$ cat src/design/rrse_pkg.sv
// Constants, opcodes and register map of the return/rotate/subtract/sleep executor
package rrse_pkg;
  // Bus register byte addresses
  localparam logic [7:0] ADDR_INSTR = 8'h00; // Issue an instruction
  localparam logic [7:0] ADDR_ACC = 8'h04; // Accumulator
  localparam logic [7:0] ADDR_STATUS = 8'h08; // Flags and state
  localparam logic [7:0] ADDR_PC = 8'h0C; // Program counter
  localparam logic [7:0] ADDR_STACK = 8'h10; // Write pushes, read shows top
  localparam logic [7:0] ADDR_FADDR = 8'h14; // File register pointer
  localparam logic [7:0] ADDR_FDATA = 8'h18; // File register data
  localparam logic [7:0] ADDR_WDOG = 8'h1C; // Watchdog counter and prescaler
  // Instruction word fields
  localparam int INS_LIT_LSB = 0; // Literal or file address, 8 bits
  localparam int INS_FADDR_W = 7; // File address width
  localparam int INS_DEST_BIT = 8; // Destination select
  localparam int INS_OP_LSB = 9; // Opcode, 3 bits
  // Status register bits
  localparam int ST_CARRY = 0;
  localparam int ST_HALF = 1;
  localparam int ST_ZERO = 2;
  localparam int ST_PDOWN = 3; // Power-down flag, low after sleep
  localparam int ST_TMOUT = 4; // Time-out flag, high after sleep
  localparam int ST_BUSY = 5;
  localparam int ST_ASLEEP = 6;
  // Reset values
  localparam logic [7:0] ACC_RESET = 8'h00;
  localparam logic POWER_DOWN_RESET = 1'b1;
  localparam logic TIMEOUT_RESET = 1'b1;
  localparam logic [7:0] WDOG_CLEAR = 8'h00;
  // Opcodes
  typedef enum logic [2:0] {
    OP_NONE = 3'h0,
    OP_RETURN = 3'h1,
    OP_RETLIT = 3'h2,
    OP_ROTL = 3'h3,
    OP_ROTR = 3'h4,
    OP_LITSUB = 3'h5,
    OP_SLEEP = 3'h6
  } rrse_op_e;
  // Executor states, one-hot
  typedef enum logic [2:0] {
    EX_IDLE = 3'b001,
    EX_RUN1 = 3'b010,
    EX_RUN2 = 3'b100
  } rrse_state_e;
endpackage

$ cat src/design/rrse_exec.sv
// Executor for return, literal return, rotates, literal subtract and sleep
`timescale 1ns/1ps
`default_nettype none
module rrse_exec
  import rrse_pkg::*;
#(
  parameter int PC_W = 15,
  parameter int STACK_DEPTH = 16,
  parameter int SP_W = 4
) (
  // Clock and reset
  input wire logic clk,
  input wire logic sys_rst,
  // Wishbone slave
  input wire logic wb_cyc_i,
  input wire logic wb_stb_i,
  input wire logic wb_we_i,
  input wire logic [7:0] wb_adr_i,
  input wire logic [3:0] wb_sel_i,
  input wire logic [31:0] wb_dat_i,
  output logic [31:0] wb_dat_o,
  output logic wb_ack_o,
  // Wake-up pin, asynchronous
  input wire logic wakePin,
  // Oscillator stop request
  output logic sleepMode
);
  if (STACK_DEPTH != (1 << SP_W)) $error("STACK_DEPTH must be 2**SP_W");
  if (PC_W > 31) $error("PC_W too wide");
  // Byte-lane merge of a write into an old value
  function automatic logic [31:0] mergeBytes(input logic [31:0] oldV, input logic [31:0] newV,
                                             input logic [3:0] sel);
    logic [31:0] res;
    res = oldV;
    for (int i = 0; i < 4; i++) begin
      if (sel[i]) res[i*8 +: 8] = newV[i*8 +: 8];
    end
    return res;
  endfunction
  // Architectural state
  logic [7:0] accReg; // Accumulator
  logic carryReg, halfReg, zeroReg; // Arithmetic flags
  logic powerDownReg, timeoutReg; // Sleep status flags, active low sense
  logic asleepReg; // Core halted
  logic [PC_W-1:0] pcReg; // Program counter
  logic [PC_W-1:0] stackMem [STACK_DEPTH]; // Return stack
  logic [SP_W-1:0] spReg; // Next free stack slot
  logic [6:0] faddrReg; // Bus pointer into file registers
  logic [7:0] wdogCntReg, wdogPreReg; // Watchdog counter and prescaler
  logic [11:0] instrReg; // Latched instruction word
  rrse_state_e stateReg;
  // Bus handshake
  logic pendReg; // Request seen, answer next edge
  logic busReq, busDo, busWr;
  logic [31:0] wdat;
  assign busReq = wb_cyc_i & wb_stb_i & ~wb_ack_o;
  assign busDo = busReq & pendReg; // Edge at which access takes effect
  assign busWr = busDo & wb_we_i;
  assign wdat = mergeBytes(32'h0000_0000, wb_dat_i, wb_sel_i);
  // Instruction accepted only when idle and awake; refused silently otherwise
  logic issue;
  assign issue = busWr && (wb_adr_i == ADDR_INSTR) && (stateReg == EX_IDLE) && !asleepReg;
  // Decoded latched instruction
  rrse_op_e op;
  logic [7:0] lit;
  logic dest;
  assign op = rrse_op_e'(instrReg[INS_OP_LSB +: 3]);
  assign lit = instrReg[INS_LIT_LSB +: 8];
  assign dest = instrReg[INS_DEST_BIT];
  // File register memory
  logic ramWe;
  logic [6:0] ramWa, ramRa;
  logic [7:0] ramWd, ramRd;
  rrse_file_ram #(.DATA_W(8), .DEPTH(128), .ADDR_W(INS_FADDR_W)) uRam (
    .clk(clk),
    .wrEn(ramWe),
    .wrAddr(ramWa),
    .wrData(ramWd),
    .rdAddr(ramRa),
    .rdData(ramRd)
  );
  // Read address: operand of the instruction being written, else bus pointer
  always_comb begin
    if (busReq && wb_we_i && (wb_adr_i == ADDR_INSTR)) begin
      ramRa = wb_dat_i[INS_LIT_LSB +: INS_FADDR_W];
    end else begin
      ramRa = faddrReg;
    end
  end
  // Rotate and subtract datapath
  logic [7:0] rotRes;
  logic rotCarry;
  logic [8:0] subWide;
  always_comb begin
    if (op == OP_ROTL) begin
      rotRes = {ramRd[6:0], carryReg};
      rotCarry = ramRd[7];
    end else begin
      rotRes = {carryReg, ramRd[7:1]};
      rotCarry = ramRd[0];
    end
    subWide = {1'b0, lit} - {1'b0, accReg};
  end
  logic isRot, run1;
  assign run1 = (stateReg == EX_RUN1);
  assign isRot = (op == OP_ROTL) || (op == OP_ROTR);
  // Write port: rotate write-back has priority over the bus
  always_comb begin
    if (run1 && isRot && dest) begin
      ramWe = 1'b1;
      ramWa = instrReg[INS_LIT_LSB +: INS_FADDR_W];
      ramWd = rotRes;
    end else begin
      ramWe = busWr && (wb_adr_i == ADDR_FDATA);
      ramWa = faddrReg;
      ramWd = wdat[7:0];
    end
  end
  // Sequencer: returns take two cycles, the rest one
  always_ff @(posedge clk or posedge sys_rst) begin
    if (sys_rst) begin
      stateReg <= EX_IDLE;
      instrReg <= '0;
    end else begin
      case (stateReg)
        EX_IDLE: begin
          if (issue) begin
            instrReg <= wdat[11:0];
            stateReg <= EX_RUN1;
          end
        end
        EX_RUN1: begin
          if (op == OP_RETURN || op == OP_RETLIT) stateReg <= EX_RUN2;
          else stateReg <= EX_IDLE;
        end
        EX_RUN2: stateReg <= EX_IDLE;
        default: stateReg <= EX_IDLE;
      endcase
    end
  end
  // Accumulator
  always_ff @(posedge clk or posedge sys_rst) begin
    if (sys_rst) begin
      accReg <= ACC_RESET;
    end else if (run1 && op == OP_RETLIT) begin
      accReg <= lit;
    end else if (run1 && isRot && !dest) begin
      accReg <= rotRes;
    end else if (run1 && op == OP_LITSUB) begin
      accReg <= subWide[7:0];
    end else if (busWr && wb_adr_i == ADDR_ACC && wb_sel_i[0]) begin
      accReg <= wb_dat_i[7:0];
    end
  end
  // Arithmetic flags; returns leave them alone
  always_ff @(posedge clk or posedge sys_rst) begin
    if (sys_rst) begin
      carryReg <= 1'b0;
      halfReg <= 1'b0;
      zeroReg <= 1'b0;
    end else if (run1 && isRot) begin
      carryReg <= rotCarry;
    end else if (run1 && op == OP_LITSUB) begin
      carryReg <= ~subWide[8];
      halfReg <= (accReg[3:0] <= lit[3:0]);
      zeroReg <= (subWide[7:0] == 8'h00);
    end else if (busWr && wb_adr_i == ADDR_STATUS && wb_sel_i[0]) begin
      carryReg <= wb_dat_i[ST_CARRY];
      halfReg <= wb_dat_i[ST_HALF];
      zeroReg <= wb_dat_i[ST_ZERO];
    end
  end
  // Sleep entry and wake-up; wake pin passes two flops first
  logic wakeMeta, wakeSync, wakeSeen;
  always_ff @(posedge clk or posedge sys_rst) begin
    if (sys_rst) begin
      wakeMeta <= 1'b0;
      wakeSync <= 1'b0;
      wakeSeen <= 1'b0;
    end else begin
      wakeMeta <= wakePin;
      wakeSync <= wakeMeta;
      wakeSeen <= wakeSync;
    end
  end
  // Sleep status flags and halt; only reset brings power-down back to one, sleep also sets time-out to one
  always_ff @(posedge clk or posedge sys_rst) begin
    if (sys_rst) begin
      powerDownReg <= POWER_DOWN_RESET;
      timeoutReg <= TIMEOUT_RESET;
      asleepReg <= 1'b0;
      sleepMode <= 1'b0;
    end else if (run1 && op == OP_SLEEP) begin
      powerDownReg <= 1'b0;
      timeoutReg <= 1'b1;
      asleepReg <= 1'b1;
      sleepMode <= 1'b1;
    end else if (wakeSync && !wakeSeen) begin
      asleepReg <= 1'b0; // Rising wake edge restarts the core
      sleepMode <= 1'b0;
    end
  end
  // Watchdog counter and prescaler, free running; sleep clears both
  always_ff @(posedge clk or posedge sys_rst) begin
    if (sys_rst) begin
      wdogPreReg <= WDOG_CLEAR;
      wdogCntReg <= WDOG_CLEAR;
    end else if (run1 && op == OP_SLEEP) begin
      wdogPreReg <= WDOG_CLEAR;
      wdogCntReg <= WDOG_CLEAR;
    end else begin
      wdogPreReg <= wdogPreReg + 8'h01;
      if (wdogPreReg == 8'hFF) wdogCntReg <= wdogCntReg + 8'h01;
    end
  end
  // Program counter and return stack; pop wraps when empty
  logic [SP_W-1:0] spTop;
  assign spTop = spReg - {{(SP_W-1){1'b0}}, 1'b1};
  always_ff @(posedge clk or posedge sys_rst) begin
    if (sys_rst) begin
      pcReg <= '0;
      spReg <= '0;
    end else if (run1 && (op == OP_RETURN || op == OP_RETLIT)) begin
      pcReg <= stackMem[spTop];
      spReg <= spTop;
    end else if (busWr && wb_adr_i == ADDR_STACK) begin
      spReg <= spReg + {{(SP_W-1){1'b0}}, 1'b1};
    end else if (busWr && wb_adr_i == ADDR_PC) begin
      pcReg <= wdat[PC_W-1:0];
    end
  end
  // Stack storage, written only by bus pushes
  always_ff @(posedge clk) begin
    if (busWr && wb_adr_i == ADDR_STACK) begin
      stackMem[spReg] <= wdat[PC_W-1:0];
    end
  end
  // File pointer
  always_ff @(posedge clk or posedge sys_rst) begin
    if (sys_rst) begin
      faddrReg <= '0;
    end else if (busWr && wb_adr_i == ADDR_FADDR && wb_sel_i[0]) begin
      faddrReg <= wb_dat_i[6:0];
    end
  end
  // Read mux; unmapped addresses read zero
  logic [31:0] rdMux;
  always_comb begin
    rdMux = 32'h0000_0000;
    if (wb_adr_i == ADDR_INSTR) begin
      rdMux[11:0] = instrReg;
    end else if (wb_adr_i == ADDR_ACC) begin
      rdMux[7:0] = accReg;
    end else if (wb_adr_i == ADDR_STATUS) begin
      rdMux[ST_CARRY] = carryReg;
      rdMux[ST_HALF] = halfReg;
      rdMux[ST_ZERO] = zeroReg;
      rdMux[ST_PDOWN] = powerDownReg;
      rdMux[ST_TMOUT] = timeoutReg;
      rdMux[ST_BUSY] = (stateReg != EX_IDLE);
      rdMux[ST_ASLEEP] = asleepReg;
    end else if (wb_adr_i == ADDR_PC) begin
      rdMux[PC_W-1:0] = pcReg;
    end else if (wb_adr_i == ADDR_STACK) begin
      rdMux[PC_W-1:0] = stackMem[spTop];
      rdMux[16 +: SP_W] = spReg;
    end else if (wb_adr_i == ADDR_FADDR) begin
      rdMux[6:0] = faddrReg;
    end else if (wb_adr_i == ADDR_FDATA) begin
      rdMux[7:0] = ramRd;
    end else if (wb_adr_i == ADDR_WDOG) begin
      rdMux[15:0] = {wdogPreReg, wdogCntReg};
    end
  end
  // Answer two edges after the request; the extra cycle lets RAM data settle
  always_ff @(posedge clk or posedge sys_rst) begin
    if (sys_rst) begin
      pendReg <= 1'b0;
      wb_ack_o <= 1'b0;
      wb_dat_o <= 32'h0000_0000;
    end else begin
      pendReg <= busReq & ~pendReg;
      wb_ack_o <= busDo;
      if (busDo && !wb_we_i) wb_dat_o <= rdMux;
    end
  end
endmodule // rrse_exec
`default_nettype wire

$ cat src/design/rrse_file_ram.sv
// File register memory with registered read data
`timescale 1ns/1ps
`default_nettype none
module rrse_file_ram #(
  parameter int DATA_W = 8,
  parameter int DEPTH = 128,
  parameter int ADDR_W = 7
) (
  // Clock
  input wire logic clk,
  // Write port
  input wire logic wrEn,
  input wire logic [ADDR_W-1:0] wrAddr,
  input wire logic [DATA_W-1:0] wrData,
  // Read port
  input wire logic [ADDR_W-1:0] rdAddr,
  output logic [DATA_W-1:0] rdData
);
  // Storage, no reset so it maps onto RAM
  logic [DATA_W-1:0] mem [DEPTH];

  // Depth must fit the address width
  if (DEPTH > (1 << ADDR_W)) $error("DEPTH exceeds address range");

  // Write and registered read
  always_ff @(posedge clk) begin
    if (wrEn) begin
      mem[wrAddr] <= wrData;
    end
    rdData <= mem[rdAddr];
  end
endmodule // rrse_file_ram
`default_nettype wire

$ cat config.mk
export PLATFORM = sky130hd
export DESIGN_NAME = rrse_exec
export DESIGN_NICKNAME = d
export VERILOG_FILES = /design/src/design/rrse_pkg.sv /design/src/design/rrse_exec.sv /design/src/design/rrse_file_ram.sv
export SDC_FILE = /design/constraint.sdc
export NUM_CORES = 2
export LEC_CHECK = 0
export BUFFER_PORTS_ARGS = -buffer_cell sky130_fd_sc_hd__buf_4
export CAP_MARGIN = 10
export CORE_ASPECT_RATIO = 1.2
export CORE_MARGIN = 1
export CORE_UTILIZATION = 65
export DETAILED_ROUTE_END_ITERATION = 16
export PLACE_DENSITY = 0.82
export SLEW_MARGIN = 10
export SYNTH_ARGS = -nofsm -noshare
export SYNTH_HDL_FRONTEND = slang
export SYNTH_SLANG_ARGS = --single-unit
$ cat constraint.sdc
create_clock -name clk -period 15.45 [get_ports clk]
set_input_delay 1.545 -clock clk [delete_from_list [all_inputs] [get_ports clk]]
set_output_delay 1.545 -clock clk [all_outputs]
set_load 0.02 [all_outputs]
==> impl_metrics.py <==
metrics = {
    "grt": {
        "grt_start_max_net_pins": 129,
        "track_usage": 0.332,
        "via_count_of_the_first_global_routing_pass": 32700,
        "grt_antenna_before_repair": 1,
        "grt_first_pass_wirelength_mm": 206,
        "grt.overflow.total": 0,
    },
    "die": {
        "placement_row_count": 116,
        "pin_count": 84,
        "initial_core_util": 0.658,
        "die_x_extent_um": 267,
        "floorplan.die.height_um": 321,
        "die_area_sq_um": 85700,
        "placeableCoreArea_sq_um": 83600,
    },
    "routing": {
        "dr.pass1.iters": 10,
        "drcViolationCount": 0,
        "drt_iter0_markers": 4437,
        "drt-total-wl_mm": 140,
        "routedWlPerCell_um": 29.0,
        "final_antenna_net_count": 0,
        "via_count": 32900,
        "vias_per_cell": 6.79,
    },
    "sta": {
        "post-route-worst-setup-slack_ps": 8890,
        "finalCriticalPeriod_ps": 6560,
        "achievable-frequency_mhz": 152,
        "worst_slew_pin_slew_ps": 1430,
        "fin_setup_tns_ps": 0,
        "relSlewSlack": 0.0369,
        "report.final.hold_viol_count": 0,
        "clock-skew-final_ps": 50.4,
        "setup_viol_count_final": 0,
        "rsz0062_at_grt": "false",
        "final_max_slew_viol_count": 0,
        "layout_worst_path_cycle_share": 0.425,
    },
    "logic_synthesis": {
        "synthDistinctLibCells": 78,
        "number_of_synthesized_flops_with_an_enable_pin": 1264,
        "synth_largest_area_cell": "edfxtp_1",
        "post_synth.cell_area_avg_sq_um": 15.6,
        "synth_warnings": 0,
        "async_flop_share": 0.0695,
        "ys_dominant_reg_cell": "edfxtp_1",
        "synth-seq-area-share": 0.737,
        "area_contributors_post_synth": "edfxtp_1 69%, mux4_2 6.6%, nand2_1 4.5%",
        "ys_seq_elements": 1367,
        "yosysTopAreaCellShare": 0.690,
        "synth_area_sq_um": 55000,
        "synthCells": 3535,
    },
    "critical_path": {
        "critPathTopFamily": "buffers and inverters",
        "critical_path_arrival_ps": 7220,
        "startpoint_type": "primary input",
        "worst_path_max_delay_cell": "o41ai_1",
        "critPathMostFrequentCell": "buf_4",
        "critical_path.cell_chain": "buf_4 > or4_1 > nor3_4 > buf_4 > mux2i_4 > buf_12 > buf_4 > buf_4 > nand2_1 > nand3_1 > nand4_1 > o41ai_1 > o21ai_1 > nor2_1",
        "critical_path_buf_inv_count": 5,
        "critical-path-max-stage-delay_ps": 970,
        "path_max_fanout": 125,
        "cp.required_ps": 16110,
        "crit_type": "primary input to flop",
        "timing.critical_path.to_type": "flop",
    },
    "finish": {
        "final_core_area_utilization": 0.728,
        "layout.filler_cells": 4821,
        "area.growth.synth_to_final_pct": 10.7,
        "finalNetCount": 3684,
        "proportion_of_layout_cells_with_a_drive_suffix_above_1": 0.143,
        "layout.cell_area.non_filler_sq_um": 60900,
        "antennaDiodeCount": 0,
        "finish.cell_count_without_fillers": 4840,
    },
    "power_and_ir_drop": {
        "clock_power_frac": 0.431,
        "comb_power_share": 0.014,
        "seqPwrFrac": 0.555,
        "vdd_ir_drop_max_mv": 0.104,
        "leakage_nw": 20.5,
        "cellInternalPower_mw": 5.85,
        "switching_share": 0.197,
        "power.density_cell_area_nw_per_um2": 120,
        "netSwitchingPower_mw": 1.44,
    },
    "cts": {
        "post_cts_hold_buffer_count": 0,
        "tritoncts_clock_tree": "done",
        "insertion_delay_ps": 730,
        "cts.repair.resized": 0,
        "post_cts.repair.setup_buffers": 0,
        "cts_buffers": 121,
        "clk_transition_reported_paths_ps": 70,
        "h_tree_depth_reported_by_cts": 3,
        "cts.root.buffer_cell": "clkbuf_16",
        "cts.sink_count": 1367,
        "clockBufferDepth": 3,
    },
    "worst_hold_path": {
        "hold_path_class": "flop to flop",
    },
    "place": {
        "place.detailed.hpwl_mm": 83.2,
        "gp_congestion": 0.901,
        "post-place-cells": 4612,
        "place_worst_setup_slack_ps": 8410,
        "place.port_buffers": 52,
        "post_dp_cell_area_sq_um": 56700,
    },
    "flow_run": {
        "drv_cap": 0,
    },
    "run_status": {
        "run_status": "finished clean",
    },
}
metrics by stage:
stage | total power, mW | hold slack, ps
after global routing | 7.42 | 372
after detailed placement | 4.22 | 345
final | 7.29 | 355
after CTS | 7.29 | 358
after floorplan | 4.19 | 331
after global placement | 4.22 | 336
cells in the mapped netlist (13+ instances only):
cell type	count
a21oi_1	56
o22ai_1	23
a32o_1	18
mux4_2	162
a32oi_1	28
clkbuf_1	97
a31oi_1	14
buf_1	17
o21ai_0	75
buf_4	16
nor2_1	217
buf_2	56
inv_1	34
edfxtp_1	1264
mux2i_1	114
ha_1	19
nand4_1	46
nand2_1	655
a222oi_1	14
o21ai_1	16
a221o_1	13
nand3_1	244
nor3_1	19
dfrtp_1	93
power groups by stage:
stage               logic [mW]  registers (mW)  clock network, mW
finish                   0.104            4.04               3.14
global route             0.110            4.04               3.27
CTS                      0.102            4.04               3.14
detailed placement       0.101            4.12                  0
global placement        0.0964            4.12                  0
floorplan               0.0524            4.14                  0
layout make-up:
class	instances	area, sq um	share of cell area
multi-input cells	1952	13700	0.225
clock inverters	70	911	0.0150
well taps	1121	1400	0.0230
clock buffers	158	3210	0.0527
inverters	35	134	0.00220
repair buffers	137	1040	0.0172
flip-flops and latches	1367	40500	0.665
path summary, 6_finish.rpt:
path                                    start                endpoint  slack, ps  cells past startpoint
min                        wakeMeta$_DFF_PP0_      wakeSync$_DFF_PP0_        350                      0
min in group asynchronous             sys_rst   accReg[7]$_DFFE_PP0P_        860                      2
max reg2reg                wb_ack_o$_DFF_PP0_  uRam.rdData[5]$_DFF_P_       9950                     13
max                               wb_adr_i[4]  uRam.rdData[5]$_DFF_P_       8890                     14
max in group asynchronous             sys_rst    spReg[0]$_DFFE_PP0P_      13390                      3
min reg2reg                wakeMeta$_DFF_PP0_      wakeSync$_DFF_PP0_        350                      0
layout by cell type, fill, tap and decap left out, types with 9 or more instances in the layout:
cell type | Yosys | layout
buf_4 | 16 | 135
nor4_4 | 10 | 11
mux2i_1 | 114 | 112
xor2_1 | 10 | 10
dfrtp_1 | 93 | 92
bufinv_16 | 0 | 19
and3_1 | 10 | 10
a31oi_1 | 14 | 14
nand2_1 | 655 | 655
clkinv_1 | 1 | 24
ha_1 | 19 | 18
o21ai_1 | 16 | 16
o22ai_1 | 23 | 23
nand3_1 | 244 | 244
mux4_2 | 162 | 162
clkinv_2 | 0 | 14
nand4_1 | 46 | 46
a21oi_1 | 56 | 56
clkbuf_1 | 97 | 34
a32o_1 | 18 | 18
nor3_1 | 19 | 15
a22oi_1 | 9 | 9
xnor2_1 | 12 | 10
nor2_1 | 217 | 216
a32oi_1 | 28 | 28
conb_1 | 1 | 12
clkbuf_16 | 0 | 122
a221o_1 | 13 | 13
o21ai_0 | 75 | 67
inv_1 | 34 | 33
a222oi_1 | 14 | 14
o221ai_1 | 10 | 10
edfxtp_1 | 1264 | 1264
metal layers:
layer	wire (um)	part of all wire	global-route usage
met3	14500	0.10	0.0674
met5	14	0.00010	0
met2	69800	0.50	0.549
met4	9430	0.067	0.203
met1	46600	0.33	0.405
sequential cells by signal (all words and copies together), names as in the netlist:
name	count
accReg	8
asleepReg	1
carryReg	1
faddrReg	7
halfReg	1
instrReg	12
pcReg	15
pendReg	1
powerDownReg	1
spReg	4
stackMem	240
stateReg	3
uRam.mem	1024
uRam.rdData	8
wakeMeta	1
wakeSeen	1
wakeSync	1
wb_ack_o	1
wb_dat_o	20
wdogCntReg	8
wdogPreReg	8
zeroReg	1
worst register-to-register path, delay by kind of cell, from the launching register on:
kind            cells  cell delay, ps
buf+inv             4            2480
compound gates      2            1160
simple gates        6            1040
flops               1             410
mux                 1             360
logic make-up after synthesis:
kind of cell               synth area share
buffers and inverters                0.0191
xor gates and xnor gates            0.00351
DFF                                   0.737
adders and majority gates           0.00469
AOI/OAI and AO/OA                    0.0427
muxes                                0.0908
and+or+nand+nor                       0.103
other                             0.0000682
Power figures use the tool's default switching activity.
